==> src/rtl/dbg_port_regs.svh <==
// Timing counts, key bytes and field constants for the debug port front end.
`ifndef DBG_PORT_REGS_SVH
`define DBG_PORT_REGS_SVH

`define CLK_PERIOD_NS      10
`define RESET_WAIT_MS      5
`define RESET_WAIT_CYCLES  ((`RESET_WAIT_MS * 1000000) / `CLK_PERIOD_NS)
`define RATE_BYTE          8'h80
`define KEY_BYTE0          8'heb
`define KEY_BYTE1          8'h5a
`define KEY_BYTE2          8'h70
`define KEY_BYTE3          8'hcd
`define BREAK_OPCODE       8'h00
`define CTRL_DEBUG_ENTER   8'h80
`define RUNTIME_MAX        16'hffff
`define RATE_LOW_BITS      8
`define RATE_TIMEOUT       20'hfffff

`endif

==> src/rtl/dbg_port_pkg.sv <==
// Types shared by the debug port front end.
package dbg_port_pkg;

    typedef enum logic [1:0] {
        RX_IDLE,
        RX_START,
        RX_DATA,
        RX_STOP
    } rx_state_t;

    typedef enum logic [2:0] {
        UNL_WAIT_RESET,
        UNL_RATE,
        UNL_KEY0,
        UNL_KEY1,
        UNL_KEY2,
        UNL_KEY3,
        UNL_DONE,
        UNL_FAIL
    } unlock_state_t;

    typedef struct packed {
        logic       valid;
        logic [7:0] data;
    } rx_byte_t;

    typedef struct packed {
        logic       valid;
        logic [7:0] opcode;
    } decode_t;

endpackage

==> src/rtl/dbg_serial_rx.sv <==
// Serial byte receiver for the debug link with rate measurement.
`timescale 1ns/10ps
`include "dbg_port_regs.svh"

module dbg_serial_rx (
    input  wire logic              i_ref_clk,
    input  wire logic              i_rst_n,
    input  wire logic              i_line,
    input  wire logic              i_measure,
    output dbg_port_pkg::rx_byte_t o_byte,
    output logic [19:0]            o_bit_period
);

    dbg_port_pkg::rx_state_t state_q;
    logic [19:0]             period_q;
    logic [19:0]             cnt_q;
    logic [2:0]              bit_q;
    logic [7:0]              shift_q;
    logic                    line_q;
    logic                    measuring_q;
    dbg_port_pkg::rx_byte_t  byte_q;

    always_ff @(posedge i_ref_clk) begin
        if (!i_rst_n) begin
            line_q <= 1'b1;
        end else begin
            line_q <= i_line;
        end
    end

    // ----------------------------------------------------------------
    // Receiver. In measure mode the start bit plus seven zero bits of
    // the rate byte form one low stretch whose length is eight periods.
    // ----------------------------------------------------------------
    always_ff @(posedge i_ref_clk) begin
        if (!i_rst_n) begin
            state_q     <= dbg_port_pkg::RX_IDLE;
            period_q    <= 20'h00000;
            cnt_q       <= 20'h00000;
            bit_q       <= 3'h0;
            shift_q     <= 8'h00;
            measuring_q <= 1'b0;
            byte_q      <= '0;
        end else begin
            byte_q.valid <= 1'b0;
            case (state_q)
                dbg_port_pkg::RX_IDLE: begin
                    cnt_q <= 20'h00000;
                    if (!line_q) begin
                        measuring_q <= i_measure;
                        state_q     <= dbg_port_pkg::RX_START;
                    end
                end
                dbg_port_pkg::RX_START: begin
                    cnt_q <= cnt_q + 20'h00001;
                    if (measuring_q) begin
                        if (line_q) begin
                            period_q     <= cnt_q >> 3;
                            byte_q.valid <= 1'b1;
                            byte_q.data  <= `RATE_BYTE;
                            state_q      <= dbg_port_pkg::RX_STOP;
                            cnt_q        <= 20'h00000;
                        end else if (cnt_q == `RATE_TIMEOUT) begin
                            state_q <= dbg_port_pkg::RX_IDLE;
                        end
                    end else if (cnt_q == (period_q >> 1)) begin
                        cnt_q   <= 20'h00000;
                        bit_q   <= 3'h0;
                        state_q <= line_q ? dbg_port_pkg::RX_IDLE : dbg_port_pkg::RX_DATA;
                    end
                end
                dbg_port_pkg::RX_DATA: begin
                    cnt_q <= cnt_q + 20'h00001;
                    if (cnt_q == period_q) begin
                        cnt_q   <= 20'h00000;
                        shift_q <= {line_q, shift_q[7:1]};
                        bit_q   <= bit_q + 3'h1;
                        if (bit_q == 3'h7) begin
                            state_q <= dbg_port_pkg::RX_STOP;
                            byte_q.valid <= 1'b1;
                            byte_q.data  <= {line_q, shift_q[7:1]};
                        end
                    end
                end
                default: begin
                    if (line_q) begin
                        state_q <= dbg_port_pkg::RX_IDLE;
                    end
                end
            endcase
        end
    end

    assign o_byte       = byte_q;
    assign o_bit_period = period_q;

endmodule // dbg_serial_rx

==> src/rtl/debug_port_unlock_breakpoint.sv <==
// Debug pin unlock, breakpoint handling and runtime counter.
`timescale 1ns/10ps
`include "dbg_port_regs.svh"

module debug_port_unlock_breakpoint #(
    parameter int RESET_WAIT = `RESET_WAIT_CYCLES
) (
    input  wire logic           i_ref_clk,
    input  wire logic           i_rst_n,
    input  wire logic           i_reset_shared_pin,
    input  wire logic           i_debug_shared_pin,
    input  dbg_port_pkg::decode_t i_decode,
    input  wire logic           i_break_enable,
    input  wire logic           i_ctrl_write,
    input  wire logic [7:0]     i_ctrl_data,
    input  wire logic           i_debug_exit,
    input  wire logic           i_measure_request,
    output logic                o_debug_link_en,
    output logic                o_gpio_mode,
    output logic                o_breakpoint_instruction,
    output logic                o_break_nop,
    output logic                o_debug_mode,
    output logic                o_core_idle,
    output logic [15:0]         o_runtime_count,
    output logic [7:0]          o_rx_data,
    output logic                o_rx_valid
);

    // ----------------------------------------------------------------
    // Pin synchronisers.
    // ----------------------------------------------------------------
    logic                       rst_pin_meta_q;
    logic                       rst_pin_q;
    logic                       dbg_meta_q;
    logic                       dbg_sync_q;

    always_ff @(posedge i_ref_clk) begin
        if (!i_rst_n) begin
            rst_pin_meta_q <= 1'b1;
            rst_pin_q      <= 1'b1;
            dbg_meta_q     <= 1'b1;
            dbg_sync_q     <= 1'b1;
        end else begin
            rst_pin_meta_q <= i_reset_shared_pin;
            rst_pin_q      <= rst_pin_meta_q;
            dbg_meta_q     <= i_debug_shared_pin;
            dbg_sync_q     <= dbg_meta_q;
        end
    end

    // ----------------------------------------------------------------
    // Receiver shared by unlock and later rate measurements.
    // ----------------------------------------------------------------
    dbg_port_pkg::unlock_state_t unl_q;
    dbg_port_pkg::rx_byte_t      rx_byte;
    logic                        rx_measure;
    logic                        rearm_q;

    assign rx_measure = (unl_q == dbg_port_pkg::UNL_RATE) || rearm_q;

    dbg_serial_rx u_rx (
        .i_ref_clk    (i_ref_clk),
        .i_rst_n      (i_rst_n),
        .i_line       (dbg_sync_q),
        .i_measure    (rx_measure),
        .o_byte       (rx_byte),
        .o_bit_period ()
    );

    // ----------------------------------------------------------------
    // Unlock sequence, only advanced while the reset pin is held low.
    // ----------------------------------------------------------------
    logic [31:0]                 wait_q;
    logic                        unlocked_q;

    always_ff @(posedge i_ref_clk) begin
        if (!i_rst_n) begin
            unl_q  <= dbg_port_pkg::UNL_WAIT_RESET;
            wait_q <= 32'h00000000;
        end else if (rst_pin_q) begin
            if (unl_q != dbg_port_pkg::UNL_DONE) begin
                unl_q <= dbg_port_pkg::UNL_WAIT_RESET;
            end
            wait_q <= 32'h00000000;
        end else begin
            case (unl_q)
                dbg_port_pkg::UNL_WAIT_RESET: begin
                    if (wait_q >= 32'(RESET_WAIT - 1)) begin
                        unl_q <= dbg_port_pkg::UNL_RATE;
                    end else begin
                        wait_q <= wait_q + 32'h00000001;
                    end
                end
                dbg_port_pkg::UNL_RATE: begin
                    if (rx_byte.valid) begin
                        unl_q <= dbg_port_pkg::UNL_KEY0;
                    end
                end
                dbg_port_pkg::UNL_KEY0: begin
                    if (rx_byte.valid) begin
                        unl_q <= (rx_byte.data == `KEY_BYTE0) ? dbg_port_pkg::UNL_KEY1
                                                              : dbg_port_pkg::UNL_FAIL;
                    end
                end
                dbg_port_pkg::UNL_KEY1: begin
                    if (rx_byte.valid) begin
                        unl_q <= (rx_byte.data == `KEY_BYTE1) ? dbg_port_pkg::UNL_KEY2
                                                              : dbg_port_pkg::UNL_FAIL;
                    end
                end
                dbg_port_pkg::UNL_KEY2: begin
                    if (rx_byte.valid) begin
                        unl_q <= (rx_byte.data == `KEY_BYTE2) ? dbg_port_pkg::UNL_KEY3
                                                              : dbg_port_pkg::UNL_FAIL;
                    end
                end
                dbg_port_pkg::UNL_KEY3: begin
                    if (rx_byte.valid) begin
                        unl_q <= (rx_byte.data == `KEY_BYTE3) ? dbg_port_pkg::UNL_DONE
                                                              : dbg_port_pkg::UNL_FAIL;
                    end
                end
                default: begin
                end
            endcase
        end
    end

    // Debug link is granted only once reset is released after a full key.
    always_ff @(posedge i_ref_clk) begin
        if (!i_rst_n) begin
            unlocked_q <= 1'b0;
        end else begin
            unlocked_q <= unlocked_q || ((unl_q == dbg_port_pkg::UNL_DONE) && rst_pin_q);
        end
    end

    // ----------------------------------------------------------------
    // Rate re-measure and debug mode control.
    // ----------------------------------------------------------------
    logic                        debug_q;
    logic                        rate_ok_q;
    logic                        brk_hit;

    always_ff @(posedge i_ref_clk) begin
        if (!i_rst_n) begin
            rearm_q   <= 1'b0;
            rate_ok_q <= 1'b0;
        end else if (!unlocked_q) begin
            rearm_q   <= 1'b0;
            rate_ok_q <= 1'b0;
        end else if (i_measure_request) begin
            rearm_q   <= 1'b1;
            rate_ok_q <= 1'b0;
        end else if (rearm_q && rx_byte.valid) begin
            rearm_q   <= 1'b0;
            rate_ok_q <= 1'b1;
        end
    end

    assign brk_hit = i_decode.valid && (i_decode.opcode == `BREAK_OPCODE);

    always_ff @(posedge i_ref_clk) begin
        if (!i_rst_n) begin
            debug_q <= 1'b0;
        end else if (brk_hit && i_break_enable) begin
            debug_q <= 1'b1;
        end else if (rate_ok_q && i_ctrl_write && (i_ctrl_data == `CTRL_DEBUG_ENTER)) begin
            debug_q <= 1'b1;
        end else if (i_debug_exit) begin
            debug_q <= 1'b0;
        end
    end

    // ----------------------------------------------------------------
    // Runtime counter.
    // ----------------------------------------------------------------
    logic [15:0]                 runtime_q;

    always_ff @(posedge i_ref_clk) begin
        if (!i_rst_n) begin
            runtime_q <= 16'h0000;
        end else if (debug_q && i_debug_exit) begin
            runtime_q <= 16'h0000;
        end else if (!debug_q && (runtime_q != `RUNTIME_MAX)) begin
            runtime_q <= runtime_q + 16'h0001;
        end
    end

    // ----------------------------------------------------------------
    // Outputs.
    // ----------------------------------------------------------------
    logic                        brk_q;
    logic                        nop_q;
    logic [7:0]                  rx_data_q;
    logic                        rx_valid_q;

    always_ff @(posedge i_ref_clk) begin
        if (!i_rst_n) begin
            brk_q      <= 1'b0;
            nop_q      <= 1'b0;
            rx_data_q  <= 8'h00;
            rx_valid_q <= 1'b0;
        end else begin
            brk_q      <= brk_hit;
            nop_q      <= brk_hit && !i_break_enable;
            rx_valid_q <= rx_byte.valid && unlocked_q;
            if (rx_byte.valid && unlocked_q) begin
                rx_data_q <= rx_byte.data;
            end
        end
    end

    assign o_debug_link_en          = unlocked_q;
    assign o_gpio_mode              = !unlocked_q;
    assign o_breakpoint_instruction = brk_q;
    assign o_break_nop              = nop_q;
    assign o_debug_mode             = debug_q;
    assign o_core_idle              = debug_q;
    assign o_runtime_count          = runtime_q;
    assign o_rx_data                = rx_data_q;
    assign o_rx_valid               = rx_valid_q;

endmodule // debug_port_unlock_breakpoint

==> config.mk <==
export PLATFORM = sky130hd
export DESIGN_NAME = debug_port_unlock_breakpoint
export DESIGN_NICKNAME = d
export VERILOG_FILES = /design/src/rtl/dbg_port_pkg.sv /design/src/rtl/dbg_serial_rx.sv /design/src/rtl/debug_port_unlock_breakpoint.sv
export VERILOG_INCLUDE_DIRS = /design/src /design/src/rtl
export SDC_FILE = /design/constraint.sdc
export NUM_CORES = 1
export LEC_CHECK = 0
export BUFFER_PORTS_ARGS = -buffer_cell sky130_fd_sc_hd__buf_2
export CORE_AREA = 4 4 109 111
export DETAILED_ROUTE_END_ITERATION = 6
export DIE_AREA = 0 0 113 115
export GPL_TIMING_DRIVEN = 0
export PLACE_DENSITY = 0.78
export REMOVE_ABC_BUFFERS = 1
export SLEW_MARGIN = 20
export SYNTH_ARGS = -nofsm -noshare
export SYNTH_HDL_FRONTEND = slang
export SYNTH_HIERARCHICAL = 1
export SYNTH_SLANG_ARGS = --single-unit
==> constraint.sdc <==
create_clock -name i_ref_clk -period 2.9 [get_ports i_ref_clk]
set_input_delay 0.725 -clock i_ref_clk [delete_from_list [all_inputs] [get_ports i_ref_clk]]
set_output_delay 0.725 -clock i_ref_clk [all_outputs]
set_load 0.02 [all_outputs]
; After elaboration in Yosys (flattened, before gate mapping)
; Index checks and enable logic that the tools add are counted.
[totals]
in_bits = 25
elab_cells = 146
regBits = 131
out_inout_bits = 31
[classes]
reduce_logical = 36
magnitude_cmp = 1
n_mux = 42
n_addsub = 4
bitwise_logic = 4
eq_ne = 35
[op_table]
columns = op, count
row1 = $mux W20, 4
row2 = $pmux W20 S3, 1
row3 = $mux W3, 12
row4 = $mux W9, 4
row5 = $add A32 B1 Y32 const B, 1
row6 = $ge A32 B19 Y1 const B, 1
row7 = $eq A8 B8 Y1 const B, 3
row8 = $mux W2, 11
row9 = $add A20 B1 Y20 const B, 1
row10 = $eq A20 B16 Y1, 1
row11 = $eq A20 B17 Y1, 1
row12 = $eq A20 B20 Y1 const B, 1
row13 = $pmux W3 S6, 1
row14 = $pmux W9 S2, 1
row15 = $add A16 B1 Y16 const B, 1
row16 = $eq A8 B7 Y1 const B, 2
row17 = $ne A16 B16 Y1 const B, 1
row18 = $ne A3 B2 Y1 const B, 5
row19 = $eq A3 B3 Y1 const B, 4
row20 = $ne A2 B1 Y1 const B, 6
row21 = $logic_and A1 B1 Y1, 10
row22 = $logic_not A8 Y1, 1
row23 = $reduce_and A2 Y1, 4
row24 = $reduce_and A8 Y1, 1
row25 = other kinds (27), 44

; Logic depth before layout (Yosys ltp)
[logic_depth]
word_depth = 5
mapped_depth = 9
depth_no_buf = 8

; Hierarchy
; The synthesis kept the hierarchy.
[modules_own_cells]
columns = mod, area_each_um2, seq_area_each_um2, cells_each, n_inst
row1 = dbg_serial_rx, 3345.7, 1201.2, 413, 1
row2 = debug_port_unlock_breakpoint, 3099.2, 1401.3, 355, 1

; Worst setup path after synthesis
; OpenSTA, ideal clock, no wires.
[synth_path]
path_type = reg-to-reg
start = register u_rx.cnt_q[0]
end = register u_rx.state_q[1]
t_required_ns = 2.778
period_less_slack_ns = 2.160
t_arrival_ns = 2.038
setup_ns = 0.122
n_path_buf = 0
stages_incl_launch_ff = 8
slack_ns = 0.740
cell_sequence = dfxtp_1 ha_1 nand4_1 nor4_1 nand3_1 o2bb2ai_1 or3_1 o311a_1
[synth_between]
elab_chain_cells = 3
elab_cells_between_ends = 7
cone_classes = eq/ne (6) / reduce/logical (1)
[synth_lines]
columns = element, line_no
row1 = start: declaration, dbg_serial_rx.sv:16  ; logic [19:0] cnt_q;
row2 = start signal: assignment, dbg_serial_rx.sv:55  ; cnt_q <= cnt_q + 20'h00001;
row3 = start signal: assignment, dbg_serial_rx.sv:73  ; cnt_q <= cnt_q + 20'h00001;
row4 = $eq A20 B20 Y1 (no source line) (tied with other cells), n/a
row5 = $ne A4 B3 Y1 (no source line) (tied with other cells), n/a
row6 = $reduce_and A6 Y1 (no source line) *, n/a
row7 = end signal: assignment, dbg_serial_rx.sv:37  ; state_q <= dbg_port_pkg::RX_IDLE;
row8 = end signal: assignment, dbg_serial_rx.sv:51  ; state_q <= dbg_port_pkg::RX_START;
row9 = end signal: assignment, dbg_serial_rx.sv:61  ; state_q <= dbg_port_pkg::RX_STOP;
row10 = end: declaration, dbg_serial_rx.sv:14  ; dbg_port_pkg::rx_state_t state_q;
; Every way passes the cells marked *; elsewhere a longest branch is shown, timed or not.
; A chain may end at the register's enable or synchronous reset.

; Final worst setup path
[layout_path]
start = register u_rx.cnt_q[13]
end = register u_rx.byte_q, in the netlist u_rx/o_byte[1]
[layout_between]
elab_chain_cells = 3
[layout_lines]
columns = element, line_no
row1 = $eq A20 B17 Y1, dbg_serial_rx.sv:74  ; if (cnt_q == period_q) begin
row2 = $ne A2 B1 Y1 (no source line), n/a
row3 = $reduce_and A5 Y1 (no source line), n/a
row4 = end: declaration, dbg_serial_rx.sv:21  ; dbg_port_pkg::rx_byte_t byte_q;
; No other way between the ends.

==> impl_metrics.tcl <==
set metrics [dict create \
    clock-sinks 130 \
    path_class "flop to flop" \
    drv_slew 0 \
    period_minus_slack_ps 2637 \
    crit_path_start_kind "flop" \
    crit_slowest_cell "nor3b_1" \
    dp_cells 913 \
    drt_iter0_markers 317 \
    syn_area_um2 6419 \
    period_share_pct 90.93 \
    postSynthAreaPerCell_um2 8.401 \
    postSynthCellCount 764 \
    grt_pass1_wl_mm 23.81 \
    gr-total-overflow 0 \
    min_to "dbg_meta_q" \
    die_x_um 113 \
    max_slew_margin_pct 27.18 \
    drv_cap 0 \
    hold_class "input port to flop" \
    cts_buffer_depth 2 \
    critPathCaptureType "flop" \
    crit_fanout 9 \
    root_buffer "clkbuf_8" \
    fin_worst_skew_ps 10.58 \
    drt_first_pass_iters 5 \
    power.leakage_nw 2.743 \
    cts_inserted_buffers 17 \
    vias_per_cell 5.943 \
    grt_max_degree 41 \
    io_pins 56 \
    antenna_found_initial 0 \
    power.density_nw_per_um2 555.1 \
    cts_setup_buffers 0 \
    die-area_um2 13000 \
    vias 5610 \
    cp_data_arrival_time_ps 3090 \
    clock_latency_ps 530 \
    drive_gt1_share_pct 13.93 \
    portBuffers 55 \
    path_clk_slew_ps 60 \
    ant_nets 0 \
    min_from "i_debug_shared_pin" \
    status "finished, final reports clean" \
    fmax_mhz 379.2 \
    rsz0062_at_grt "no" \
    rows 38 \
    wire_per_inst_um 15.08 \
    drt_wl_total_mm 14.24 \
    grt_pass1_vias 5232 \
    drc 0 \
    hpwl_mm 9.801 \
    min_path_cells 2 \
    fin_nets 827 \
    cts_tree "yes" \
    r2r_setup_slack_ps 260 \
    r2r-start "u_rx/cnt_q[13]" \
    cts-hold-fix-buffers 0 \
    cp.required_ps 3360 \
    worst_pin_slew_ps 1082 \
    areaGrowthSynthToFinish_pct 12.53 \
    grtUsageTotal_pct 22.21 \
    synth_warnings 6 \
    max_stage_delay_ps 860 \
    n_antenna_cell 0 \
    cts_htree_levels 4 \
    finalSetupTns_ps 0 \
    start_util_pct 59.47 \
    rr_worst_depth 6 \
    cp_cell_sequence "xnor2_2 -> nand4_1 -> nor3_1 -> nand4_1 -> nor3b_1 -> a32o_1" \
    stdcell_count 944 \
    r2r_end "u_rx/o_byte[1]" \
    place_congestion 0.8587 \
    setup_viol 0 \
    cp_common_cell "nand4_1" \
    die_height_um 115 \
    core_area_um2 10790 \
    hold_viol_final 0 \
    vdd_drop_max_mv 0.4512 \
    fillers 863 \
]
## what timing repair did
item,in CTS,in global routing
gates resized for setup,0,1
endpoints found under the setup margin,0,2
endpoints found under the hold margin,0,0
## worst max-delay path by stage
stage	start	end	slack, ps
after floorplan	unl_q[2]	wait_q[14]	350
after global placement	i_rst_n	u_rx/cnt_q[15]	-430
after detailed placement	i_rst_n	u_rx/cnt_q[11]	-160
after CTS	u_rx/cnt_q[0]	u_rx/state_q[1]	80
after global routing	u_rx/cnt_q[0]	u_rx/state_q[0]	100
final	u_rx/cnt_q[13]	u_rx/o_byte[1]	260
## layout by cell type, fill, tap and decap left out, drive strengths merged, types with 10 or more instances in the layout
master	count
dfxtp	130
nand2	110
nor2	64
buf	59
xnor2	40
a21oi	38
nand4	31
and2	30
nand3	29
inv	21
nor3	20
clkbuf	19
nor4	17
o21ai	15
o221ai	15
or3	11
xor2	11
a21boi	11
ha	10
## final cells by class
cell class                 count  area [um2]  area share (%)
clock buffer                  19       431.7           5.976
inverter                      20       75.07           1.039
sequential                   130        2603           36.03
clock inverter                12       135.1           1.871
timing repair buffer          59       310.3           4.296
tap                          140       175.2           2.425
multi-input combinational    564        3493           48.36
## through the flow
stage	power (W)	worst slack [ps]	util (%)	cell area (um2)	hold slack, ps
2_1_floorplan	0.001958	351.1	-	6137	386.3
3_3_place_gp	0.002011	-429.8	61.04	6588	392.8
3_5_place_dp	0.002023	-156.7	61.62	6650	397.9
4_1_cts	0.004038	83.69	66.87	7217	362.2
5_1_grt	0.004131	97.26	66.93	7223	380.6
6_report	0.004010	263.1	66.93	7223	379.8
## critical path: cells and delay by family (launching register included)
family	cells	cell delay (ps)
flip-flops	1	550
AO/OA/AOI/OAI	1	240
AND/OR/NAND/NOR	4	1610
XOR/XNOR	1	160
## power breakdown
part	total, W	internal, W	switching [W]
Clock	0.00202	0.00124	0.000781
Sequential	0.00182	0.00180	0.0000174
Combinational	0.000169	0.0000600	0.000109
Total	0.00401	0.00310	0.000908
## sequential cells by signal, summed over array words and instances (netlist names), 2 cells and up
signal             cells
wait_q                32
u_rx/cnt_q            20
u_rx/o_bit_period     17
o_runtime_count       16
u_rx/o_byte            9
o_rx_data              8
u_rx/shift_q           7
u_rx/bit_q             3
unl_q                  3
u_rx/state_q           2
## metal layers
metal / share of wire [%] / routed length [um] / vias up / GRT usage [%]
li1: - / - / 2776 / -
met1: 44 / 6307 / 2691 / 26.68
met2: 50 / 7169 / 126 / 38.98
met3: 4.1 / 579 / 17 / 4.947
met4: 1.3 / 179 / 0 / 8.413
met5: 0 / 0 / - / 0
No activity file was read; power rests on OpenSTA's default activity.
